**config.mk**
```make
export PLATFORM = sky130hd
export DESIGN_NAME = rtcu_top
export DESIGN_NICKNAME = d
export VERILOG_FILES = /design/src/verilog/rtcu_pkg.sv /design/src/verilog/rtcu_regfile.sv /design/src/verilog/rtcu_top.sv
export SDC_FILE = /design/constraint.sdc
export NUM_CORES = 1
export LEC_CHECK = 0
export ABC_CLOCK_PERIOD_IN_PS = 2700
export BUFFER_PORTS_ARGS = -buffer_cell sky130_fd_sc_hd__buf_2
export CORE_ASPECT_RATIO = 1.75
export CORE_MARGIN = 10
export CORE_UTILIZATION = 30
export DETAILED_ROUTE_END_ITERATION = 16
export GPL_TIMING_DRIVEN = 1
export PLACE_DENSITY_LB_ADDON = 0.08
export SYNTH_ARGS = -nofsm -noshare
export SYNTH_HDL_FRONTEND = slang
export SYNTH_SLANG_ARGS = --single-unit
```
**constraint.sdc**
```tcl
create_clock -name core_clk -period 2.7 [get_ports core_clk]
set_input_delay 0.135 -clock core_clk [delete_from_list [all_inputs] [get_ports core_clk]]
set_output_delay 0.135 -clock core_clk [all_outputs]
set_load 0.05 [all_outputs]
```
**src/verilog/rtcu_pkg.sv**
```systemverilog
// Package with constants and types of the rotate-through-carry unit.
package rtcu_pkg;
  // ----------------------------------------------------------------
  // Instruction encoding
  // ----------------------------------------------------------------
  localparam int          INSTR_W        = 14;
  localparam int          OPC_POS        = 8;
  localparam int          DEST_POS       = 7;
  localparam logic [5:0]  OPC_RLC        = 6'h0D;
  localparam logic [5:0]  OPC_RRC        = 6'h0C;
  localparam int          ADDR_W         = 7;
  localparam int          DATA_W         = 8;
  localparam int          RF_DEPTH       = 128;
  // ----------------------------------------------------------------
  // Reset values and phases
  // ----------------------------------------------------------------
  localparam logic [7:0]  ACC_RESET      = 8'h00;
  localparam logic        CARRY_RESET    = 1'b0;
  localparam logic        ZERO_RESET     = 1'b0;
  localparam logic        DCARRY_RESET   = 1'b0;
  localparam logic [7:0]  DATA_RESET     = 8'h00;
  localparam int          PHASE_COUNT    = 4;
  typedef enum logic [1:0] {
    RTCU_Q1 = 2'b00,
    RTCU_Q2 = 2'b01,
    RTCU_Q3 = 2'b10,
    RTCU_Q4 = 2'b11
  } rtcu_phase_type;
endpackage : rtcu_pkg

```
**src/verilog/rtcu_regfile.sv**
```systemverilog
// File register memory with registered read data.
module rtcu_regfile (
  input  wire logic       core_clk,
  input  wire logic [6:0] rd_addr,
  input  wire logic       rd_en,
  output logic      [7:0] rd_data,
  input  wire logic [6:0] wr_addr,
  input  wire logic       wr_en,
  input  wire logic [7:0] wr_data
);
  logic [7:0] mem [0:rtcu_pkg::RF_DEPTH-1];

  always_ff @(posedge core_clk) begin
    if (wr_en) begin
      mem[wr_addr] <= wr_data;
    end
    if (rd_en) begin
      rd_data <= mem[rd_addr];
    end
  end
endmodule : rtcu_regfile

```
**src/verilog/rtcu_top.sv**
```systemverilog
// Rotate-through-carry execution unit with accumulator and file registers.
module rtcu_top (
  input  wire logic        core_clk,
  input  wire logic        rst_n,
  input  wire logic [13:0] instr,
  input  wire logic        instr_valid,
  output logic             instr_ready,
  output logic             instr_done,
  output logic      [7:0]  acc,
  output logic             carry,
  output logic             zero_flag,
  output logic             dcarry_flag,
  output logic             illegal_op
);
  // ----------------------------------------------------------------
  // Phase sequencer
  // ----------------------------------------------------------------
  rtcu_pkg::rtcu_phase_type phase;
  rtcu_pkg::rtcu_phase_type next_phase;
  logic [13:0] ir;
  logic        busy;
  logic [7:0]  operand;
  logic [7:0]  result;
  logic        result_carry;
  logic [7:0]  rf_rd_data;

  wire  [5:0]  ir_opc   = ir[13:rtcu_pkg::OPC_POS];
  wire         ir_dest  = ir[rtcu_pkg::DEST_POS];
  wire  [6:0]  ir_addr  = ir[6:0];
  wire         is_left  = (ir_opc == rtcu_pkg::OPC_RLC);
  wire         is_right = (ir_opc == rtcu_pkg::OPC_RRC);
  wire         is_rot   = is_left | is_right;
  wire         start    = instr_valid & instr_ready;
  wire         in_q2    = busy & (phase == rtcu_pkg::RTCU_Q2);
  wire         in_q4    = busy & (phase == rtcu_pkg::RTCU_Q4);
  wire         write_en = in_q4 & is_rot;

  // Accepting only in Q1 keeps one instruction per four-phase cycle.
  assign instr_ready = (phase == rtcu_pkg::RTCU_Q1);

  always_comb begin
    case (phase)
      rtcu_pkg::RTCU_Q1: next_phase = start ? rtcu_pkg::RTCU_Q2 : rtcu_pkg::RTCU_Q1;
      rtcu_pkg::RTCU_Q2: next_phase = rtcu_pkg::RTCU_Q3;
      rtcu_pkg::RTCU_Q3: next_phase = rtcu_pkg::RTCU_Q4;
      rtcu_pkg::RTCU_Q4: next_phase = rtcu_pkg::RTCU_Q1;
      default:           next_phase = rtcu_pkg::RTCU_Q1;
    endcase
  end

  always_ff @(posedge core_clk) begin
    if (!rst_n) begin
      phase <= rtcu_pkg::RTCU_Q1;
      busy  <= 1'b0;
      ir    <= 14'h0000;
    end else begin
      phase <= next_phase;
      if (start) begin
        ir   <= instr;
        busy <= 1'b1;
      end else if (in_q4) begin
        busy <= 1'b0;
      end
    end
  end

  // ----------------------------------------------------------------
  // Register read and rotation
  // ----------------------------------------------------------------
  rtcu_regfile u_regfile (
    .core_clk (core_clk),
    .rd_addr  (ir_addr),
    .rd_en    (in_q2),
    .rd_data  (rf_rd_data),
    .wr_addr  (ir_addr),
    .wr_en    (write_en & ir_dest),
    .wr_data  (result)
  );

  // Q3 works on the read data register itself; a second capture would lag a phase.
  assign operand = rf_rd_data;

  // The ninth ring bit is the carry flag itself.
  wire [8:0] ring_left  = {operand, carry};
  wire [8:0] ring_right = {operand[0], carry, operand[7:1]};

  always_ff @(posedge core_clk) begin
    if (!rst_n) begin
      result       <= rtcu_pkg::DATA_RESET;
      result_carry <= rtcu_pkg::CARRY_RESET;
    end else begin
      if (busy && phase == rtcu_pkg::RTCU_Q3) begin
        if (is_left) begin
          result       <= ring_left[7:0];
          result_carry <= ring_left[8];
        end else begin
          result       <= ring_right[7:0];
          result_carry <= ring_right[8];
        end
      end
    end
  end

  // ----------------------------------------------------------------
  // Write back
  // ----------------------------------------------------------------
  // Read data registers at the end of Q2, so Q3 processes the registered read data directly.
  always_ff @(posedge core_clk) begin
    if (!rst_n) begin
      acc         <= rtcu_pkg::ACC_RESET;
      carry       <= rtcu_pkg::CARRY_RESET;
      zero_flag   <= rtcu_pkg::ZERO_RESET;
      dcarry_flag <= rtcu_pkg::DCARRY_RESET;
      instr_done  <= 1'b0;
      illegal_op  <= 1'b0;
    end else begin
      instr_done <= in_q4;
      illegal_op <= in_q4 & ~is_rot;
      if (write_en) begin
        carry <= result_carry;
        if (!ir_dest) begin
          acc <= result;
        end
      end
      zero_flag   <= zero_flag;
      dcarry_flag <= dcarry_flag;
    end
  end
endmodule : rtcu_top

```
# Yosys cells after proc, flatten, opt, wreduce, memory -nomap -nowiden
# Memory sizes are Yosys's and may differ from the RTL's. A register that Yosys moved wholly into a read port is not among the register bits.
# Index checks and enable logic that the tools add are counted.
# totals
n_memories	1
word_cells	36
mem_bits_rw	1024
input_bits	17
ff_bits	37
out_inout_bits	14
rom_bits	0
latch_bits	0
# op_classes
eq_ne	5
n_mul	0
shifts	0
bitwise_logic	9
n_addsub	0
n_lt_le_gt_ge	0
div_mod_pow	0
n_mux	8
n_reduce_logical	4
# mem_list
memory	depth	word_bits	rd	rd_clocked_by_memory_dff	write_ports	line_no	text
u_regfile.mem	128	8	1	1	1	rtcu_regfile.sv:11	logic [7:0] mem [0:rtcu_pkg::RF_DEPTH-1];
# op_table
cell	n
$eq 6x4->1 const B	2
$mux 8	1
$pmux 2 s4	1
$and 1x1->1	6
$mux 1	6
$eq 2x2->1 const B	2
$eq 2x1->1 const B	1
$logic_not 2->1	1
$not 1->1	2
$reduce_and 2->1	1
$reduce_bool 2->1	1
$logic_and 1x1->1	1
$or 1x1->1	1

# Longest topological paths before layout
# Gate-level depths: netlist of run 1.
# logic_depth
word_depth	6
mapped_depth	11
depth_no_buf	6

# Modules after synthesis
# A second synthesis of run 1 with hierarchy kept.
# hier_totals
hier_cells	1817
area_unflattened_um2	41323.4
# by_module_without_submodules
mod	n_inst	cells_per_inst	area_per_inst_um2	seq_area_each_um2
rtcu_regfile	1	1635	39745.6	30989.7
rtcu_top	1	182	1577.8	740.7

# Worst setup path after synthesis of run 1
# No wires, ideal clock.
# synth_timing
kind	reg-to-reg
from	reg ir[0]
to	mem u_regfile.mem[98][0], enable pin
period_less_slack_ps	2588
setup_ps	370
path_slack_ps	112
required_time_ps	2330
path_stages_with_launch	9
path_buffers	5
arrival_time_ps	2218
path_cell_list	dfxtp_1 buf_4 nor3b_2 buf_2 buf_1 buf_2 nand2_1 clkbuf_1 nor2_1
# synth_rtl
item	line_no	text
start, declared	rtcu_top.sv:20	logic [13:0] ir;
start signal, assigned	rtcu_top.sv:59	ir <= instr;
end, declared	rtcu_regfile.sv:11	
# No word-level cell before the write port.

==> impl_metrics.csv, run 1 <==
group,metric,value,unit
placed_design,hpwl,115.2,mm
floorplan,row_count,181,
setup_path,cp_max_fo,6,
setup_path,crit_top_cell,"buf_4",
synthesis,syn_avg_cell_area,16.48,um2
power_and_ir_drop,p_int,0.02836,W
cells_and_area,fillers,13068,
route,dr_wl_met2,91.10,mm
sta,layout_setup_ws,-0.3748,ns
route,drc,0,
power_and_ir_drop,power_frac_seq,0.487,
floorplan,initial_core_util,0.3015,
sta,max_freq,325.2,MHz
global_routing,grt_pass1_wl,230.7,mm
setup_path,critPathSlowestCell,"a222oi_1",
power_and_ir_drop,powerDensity,695.0,nW/um2
global_routing,overflow,0,
sta,fin_hold_ws,0.04058,ns
route,vias,26872,
power_and_ir_drop,power_frac_comb,0.118,
power_and_ir_drop,switching_share,0.2446,
global_routing,antenna_found_initial,4,
route,wl_met3,5.456,mm
setup_path,cp_top_family,"compound AO/OA/AOI/OAI gates",
sta,final-max-slew-violation-count,0,
power_and_ir_drop,switchingPower,0.009185,W
route,drt-met1-wl,63.87,mm
route,first_pass_iters,7,
sta,period_share,1.139,
power_and_ir_drop,p_leak,17.11,nW
synthesis,yosys_warnings,0,
floorplan,die-height,514.5,um
route,ant_nets,0,
power_and_ir_drop,p_total,0.03754,W
setup_path,crit_buf_inv,4,
sta,post-route-min-period,3.075,ns
placed_design,gp_congestion,0.8568,
setup_path,critical_path_depth,10,
clock_network,cts_buffers,101,
clock_network,htreeDepth,3,
sta,hold_violations,0,
route,maxUsedRoutingLayer,"met4",
sta,skew,0.02519,ns
synthesis,synth.cell_area,41920,um2
floorplan,fp.dieW,302.6,um
placed_design,portBuffers,28,
route,post_drt_wl_per_cell,33.11,um
setup_path,crit_arrival,3.54,ns
route,vias_per_cell,5.293,
sta,worst_pin_slew,0.8934,ns
setup_path,setup.worst_path.start_class,"flip-flop",
route,drt_wl_total,168.1,mm
clock_network,cts_tree,"done",
floorplan,die_area,155700,um2
setup_path,crit_path_end_kind,"flip-flop",
clock_network,cts_sinks,1069,
global_routing,grt_pass1_vias,28131,
synthesis,synth.distinct_cells,85,
cells_and_area,layout-drive-gt1-share,0.3219,
worst_hold_path,hp-class,"in2reg",
setup_path,max_stage_delay,0.65,ns
global_routing,grt_usage,0.2117,
flow_run,maxCapViolCount,0,
synthesis,synth_ff_type,"edfxtp_1",
run_status,status,"finished, violations left",
floorplan,coreArea,139100,um2
clock_network,insertion_delay,0.73,ns
power_and_ir_drop,pwr-share-clk,0.395,
sta,rsz0062_at_grt,"true",
synthesis,synthCells,2544,
setup_path,worst-setup-path-type,"reg2reg",
clock_network,clock_path_buffers,3,
cells_and_area,area_growth,28.86,%
synthesis,synth_seq_cells,1069,
clock_network,cts_root_buffer,"clkbuf_16",
setup_path,reg2reg_depth,10,
route,drt_first_iter_violations,2322,
setup_path,cp.required,3.17,ns
floorplan,num_io_pins,31,
cells_and_area,final_nets,3179,
synthesis,async_flop_share,0,
sta,finalSetupViolCount,8,
power_and_ir_drop,peakVddDrop,0.4752,mV
synthesis,yosysSeqAreaShare,0.7569,
synthesis,synth_edf_count,1032,
run_status,violations,"negative setup slack",
sta,slew_headroom,0.4022,
global_routing,grt_max_degree,77,
worst_hold_path,hold_depth,3,
setup_path,crit_chain,"buf_4, buf_4, nor3b_4, buf_6, a222oi_1, o32ai_1, a2111oi_0, buf_4, nand4_1, or3b_1",
clock_network,clk_pin_slew,0.07,ns
-- area by class of cell --
cell class / count / area (um2) / area share
Clock inverter: 60 / 609.3 / 0.01128
Inverter: 7 / 43.79 / 0.0008107
Antenna cell: 4 / 10.01 / 0.0001853
Timing Repair Buffer: 709 / 6620 / 0.1226
Tap cell: 1830 / 2290 / 0.04239
Sequential cell: 1069 / 31770 / 0.5882
Clock buffer: 128 / 2756 / 0.05103
Multi-Input combinational cell: 1270 / 9913 / 0.1835
-- cells by family after synthesis --
logic type,synth area share
buffers and inverters,0.02454
AND/OR/NAND/NOR,0.05203
other,0.00008946
multiplexers,0.04298
adder cells (fa/ha/maj),0.001194
flip-flops,0.7569
AO/OA/AOI/OAI,0.1222
-- cells in the final DEF (no fill, tap or decap), drive strengths merged, types with 18 or more instances in the layout --
master       instances
mux2                46
a21oi               83
mux4                33
nor2               191
dlygate4sd3         28
nand2              126
a221oi             195
nor2b               35
o21ai               60
clkbuf             132
a222oi              19
a221o               40
a22oi               65
nand3               28
edfxtp            1032
and2                18
a22o                33
mux2i               54
dfxtp               37
buf                675
o22ai               26
clkinv              45
-- through the flow --
stage | instance area (um2) | setup TNS [ns] | util | instances | setup slack (ns)
2_1_floorplan | 41920 | 0 | - | 2545 | 0.1119
3_3_place_gp | 48710 | -4.074 | 0.3503 | 4788 | -0.6914
3_5_place_dp | 48710 | -4.145 | 0.3503 | 4788 | -0.7035
4_1_cts | 53310 | -1.462 | 0.3834 | 5049 | -0.3257
5_1_grt | 54010 | -1.820 | 0.3885 | 5076 | -0.3908
6_report | 54020 | -1.611 | 0.3885 | 5077 | -0.3748
-- worst min-delay path, stage by stage --
cell	delay (ns)
buf_2	0.10
nand2_1	0.15
a21boi_0	0.29
-- synth_stat cells (7+ instances only) --
cell | n | share of area
edfxtp_1 | 1032 | 0.74
a221oi_1 | 195 | 0.041
nor2_1 | 189 | 0.017
nand2_1 | 126 | 0.011
clkbuf_1 | 97 | 0.0087
a21oi_1 | 83 | 0.0099
a22oi_1 | 65 | 0.012
o21ai_0 | 59 | 0.0070
mux2i_1 | 54 | 0.013
mux2_2 | 44 | 0.012
buf_2 | 41 | 0.0049
a221o_1 | 40 | 0.0096
dfxtp_1 | 37 | 0.018
nor2b_1 | 35 | 0.0052
a22o_1 | 33 | 0.0069
mux4_2 | 33 | 0.018
buf_4 | 30 | 0.0054
nand3_1 | 28 | 0.0033
o22ai_1 | 26 | 0.0039
buf_1 | 21 | 0.0019
a222oi_1 | 19 | 0.0045
a21boi_0 | 17 | 0.0030
and2_1 | 17 | 0.0025
a211oi_1 | 14 | 0.0025
nand2b_1 | 14 | 0.0021
o221ai_1 | 13 | 0.0027
a21bo_2 | 11 | 0.0026
a31oi_1 | 11 | 0.0016
nor3_1 | 11 | 0.0013
o22a_1 | 10 | 0.0021
o211a_1 | 9 | 0.0021
nand3b_1 | 8 | 0.0014
and3_1 | 7 | 0.0010
and3b_1 | 7 | 0.0015
buf_6 | 7 | 0.0019
nand4_1 | 7 | 0.0010
o32ai_1 | 7 | 0.0015
-- worst paths after layout --
| check | start | to | slack (ns) |
|---|---|---|---|
| setup / recovery | ir[2]$_SDFFE_PN0P_ | u_regfile.rd_data[2]$_DFFE_PP_ | -0.37 |
| hold / removal | instr[1] | ir[1]$_SDFFE_PN0P_ | 0.04 |
| setup reg to reg | ir[2]$_SDFFE_PN0P_ | u_regfile.rd_data[2]$_DFFE_PP_ | -0.37 |
| hold reg to reg | acc[5]$_SDFFE_PN0P_ | acc[5]$_SDFFE_PN0P_ | 0.52 |
-- flip-flops by register name (all words and copies together), names as in the netlist --
signal             count
acc                    8
busy                   1
carry                  1
illegal_op             1
instr_done             1
ir                    14
phase                  2
result                 8
result_carry           1
u_regfile.mem       1024
u_regfile.rd_data      8
-- timing repair --
item | CTS | global route
resized for setup | 105 | 83
hold buffers | 28 | 0
pin swaps | 24 | 39
gates cloned | 3 | 4
endpoints found under the hold margin | 34 | 0
setup endpoints to repair | 8 | 8
setup buffers | 43 | 20
-- metal layers --
metal  vias to the layer above  track usage
li1                      11641            -
met1                     14246       0.2403
met2                       754       0.3940
met3                       231      0.02255
met4                         0      0.09137
met5                         -            0
-- power by group through the flow --
stage / logic (W) / clock network (W) / registers (W)
6_report: 0.00441 / 0.0148 / 0.0183
2_1_floorplan: 0.00160 / 0 / 0.0187
5_1_grt: 0.00458 / 0.0157 / 0.0183
4_1_cts: 0.00426 / 0.0152 / 0.0183
3_3_place_gp: 0.00395 / 0 / 0.0186
3_5_place_dp: 0.00394 / 0 / 0.0187
Note: power is estimated with default switching activity, not from simulation.
==> inputs of run 2 (changes only) <==
--- a/config.mk
+++ b/config.mk
@@ -9,7 +9,7 @@
 export BUFFER_PORTS_ARGS = -buffer_cell sky130_fd_sc_hd__buf_2
 export CORE_ASPECT_RATIO = 1.75
 export CORE_MARGIN = 10
-export CORE_UTILIZATION = 30
+export CORE_UTILIZATION = 34
 export DETAILED_ROUTE_END_ITERATION = 16
 export GPL_TIMING_DRIVEN = 1
 export PLACE_DENSITY_LB_ADDON = 0.08
==> impl_metrics.csv, run 2 (synthesis gave the netlist of run 1 again) <==
group,metric,value,unit
sta,period_share,1.080,
placed_design,post-place-ws,-0.6394,ns
setup_path,cp.required,3.16,ns
sta,rsz0062_at_grt,"true",
setup_path,worst-setup-path-type,"reg2reg",
cells_and_area,area_growth,25.41,%
cells_and_area,fillers,11076,
placed_design,portBuffers,28,
cells_and_area,layout.cells.non_filler,4833,
cells_and_area,reg_top3,"u_regfile.mem (1024), ir (14)",
route,post_drt_wl_per_cell,32.72,um
power_and_ir_drop,peakVddDrop,0.4376,mV
clock_network,clk_pin_slew,0.07,ns
clock_network,htreeDepth,3,
power_and_ir_drop,p_total,0.03635,W
worst_hold_path,hp-class,"in2reg",
run_status,status,"finished, violations left",
flow_run,maxCapViolCount,0,
sta,slew_headroom,0.4449,
setup_path,rr_endpoint,"u_regfile.rd_data[7]$_DFFE_PP_",
cells_and_area,mostFrequentLayoutCells,"1032 x edfxtp_1, 528 x buf_4, 185 x nor2_1",
floorplan,fp.dieW,285.4,um
floorplan,coreArea,122500,um2
setup_path,reg2reg_depth,10,
route,ant_nets,0,
route,drt_wl_total,158.2,mm
setup_path,crit_buf_inv,5,
global_routing,overflow,0,
sta,hold_violations,0,
floorplan,num_io_pins,31,
placed_design,gp_congestion,0.9118,
setup_path,crit_arrival,3.38,ns
clock_network,cts_tree,"done",
sta,skew,0.02588,ns
floorplan,initial_core_util,0.3421,
placed_design,placed_area,48440,um2
floorplan,die_area,138300,um2
cells_and_area,fin_area,52570,um2
cells_and_area,final_nets,3135,
floorplan,die-height,484.5,um
sta,worst_pin_slew,0.8327,ns
global_routing,grt_pass1_vias,27637,
clock_network,cts_sinks,1069,
placed_design,hpwl,110.7,mm
setup_path,critical_path_depth,10,
route,dr_wl_met2,84.92,mm
route,maxUsedRoutingLayer,"met4",
setup_path,crit_top_cell,"buf_12",
route,wl_met3,6.327,mm
setup_path,r2r_start,"ir[1]$_SDFFE_PN0P_",
route,first_pass_iters,5,
global_routing,grt_usage,0.2242,
setup_path,cp-endpoint,"u_regfile.rd_data[7]$_DFFE_PP_",
clock_network,insertion_delay,0.72,ns
sta,fin_hold_ws,0.1924,ns
sta,max_freq,343.0,MHz
power_and_ir_drop,powerDensity,691.4,nW/um2
route,drt-met1-wl,58.96,mm
floorplan,row_count,170,
sta,post-route-min-period,2.915,ns
global_routing,grt_pass1_wl,219.7,mm
setup_path,r2r_slack,-0.22,ns
cells_and_area,final_common_cell,"edfxtp_1",
setup_path,crit_path_end_kind,"flip-flop",
setup_path,critical_path.startpoint,"ir[1]$_SDFFE_PN0P_",
setup_path,max_stage_delay,0.50,ns
route,drc,0,
sta,final-max-slew-violation-count,0,
route,vias_per_cell,5.533,
route,drt_first_iter_violations,2461,
setup_path,setup.worst_path.start_class,"flip-flop",
global_routing,grt_max_degree,130,
cells_and_area,layout-drive-gt1-share,0.3003,
setup_path,cp_top_family,"compound AO/OA/AOI/OAI gates",
placed_design,dp.cells,4591,
sta,finalSetupViolCount,8,
global_routing,antenna_found_initial,1,
setup_path,critPathSlowestCell,"a221oi_1",
sta,layout_setup_ws,-0.2155,ns
cells_and_area,largest_register,"u_regfile.mem",
cells_and_area,largest_reg_flops,1024,
setup_path,cp_max_fo,7,
setup_path,crit_chain,"buf_12, nor2b_4, buf_12, buf_4, buf_12, a221oi_1, o31a_1, a31oi_1, buf_4, or4_1",
clock_network,clock_path_buffers,3,
clock_network,cts_buffers,100,
clock_network,cts_root_buffer,"clkbuf_16",
power_and_ir_drop,p_leak,16.59,nW
route,vias,26743,
run_status,violations,"negative setup slack",
## run 2: cell count changes in the layout (fill, tap and decap cells not counted), sizes merged
cell / delta
buf: -36
bufbuf: -1
bufinv: -7
clkbuf: +1
clkinv: -5
clkinvlp: +4
diode: -2
dlygate4sd3: -2
## run 2: repair_timing
action                                 4_1_cts  5_1_grt
pin swaps                                   26        4
setup endpoints to repair                  111        8
resized for setup                           69       19
hold buffers                                26        0
cloned                                       1        0
setup buffers                               25        4
endpoints found under the hold margin       35        0
## run 2: worst min-delay path by stage
stage	from	endpoint	slack [ns]	depth (start not counted)
2_1_floorplan	instr[0]	ir[0]$_SDFFE_PN0P_	0.28	2
3_3_place_gp	instr[13]	ir[13]$_SDFFE_PN0P_	0.39	3
3_5_place_dp	instr[9]	ir[9]$_SDFFE_PN0P_	0.40	3
4_1_cts	instr_valid	ir[0]$_SDFFE_PN0P_	0.16	4
5_1_grt	instr_valid	ir[0]$_SDFFE_PN0P_	0.15	4
6_report	instr_valid	ir[0]$_SDFFE_PN0P_	0.19	4
## run 2: metrics by stage
step           setup TNS (ns)  utilization
6_report              -0.9310       0.4291
5_1_grt                -1.391       0.4291
4_1_cts               -0.8785       0.4281
3_5_place_dp           -5.568       0.3954
3_3_place_gp           -4.884       0.3954
2_1_floorplan               0            -
## run 2: routing by layer
layer / global-route usage / up-vias
li1: - / 11531
met1: 0.2531 / 14108
met2: 0.4123 / 839
met3: 0.02582 / 265
met4: 0.1094 / 0
met5: 0 / -
## run 2: report_power, final
group	switching [W]	leakage [nW]	internal, W	total (W)
logic	0.00240	6.48	0.00164	0.00404
clock network	0.00633	1.55	0.00769	0.0140
registers	0.000125	8.56	0.0182	0.0183
## run 2: final cells by class
type | instances | area, um2 | share of cell area
clock inverters | 52 | 420.4 | 0.007997
multi-input cells | 1270 | 9573 | 0.1821
repair buffers | 666 | 5961 | 0.1134
inverters | 7 | 30.03 | 0.0005712
diodes | 2 | 5.005 | 0.00009520
flip-flops and latches | 1069 | 31770 | 0.6044
well taps | 1634 | 2044 | 0.03889
clock buffers | 133 | 2763 | 0.05255
## run 2: worst reg2reg max path, cell delays in order (launching register included)
cell and delay, ns:
dfxtp_4 0.41, buf_12 0.16, nor2b_4 0.06, buf_12 0.14, buf_4 0.17, buf_12 0.13, a221oi_1 0.50, o31a_1 0.32
a31oi_1 0.16, buf_4 0.17, or4_1 0.45
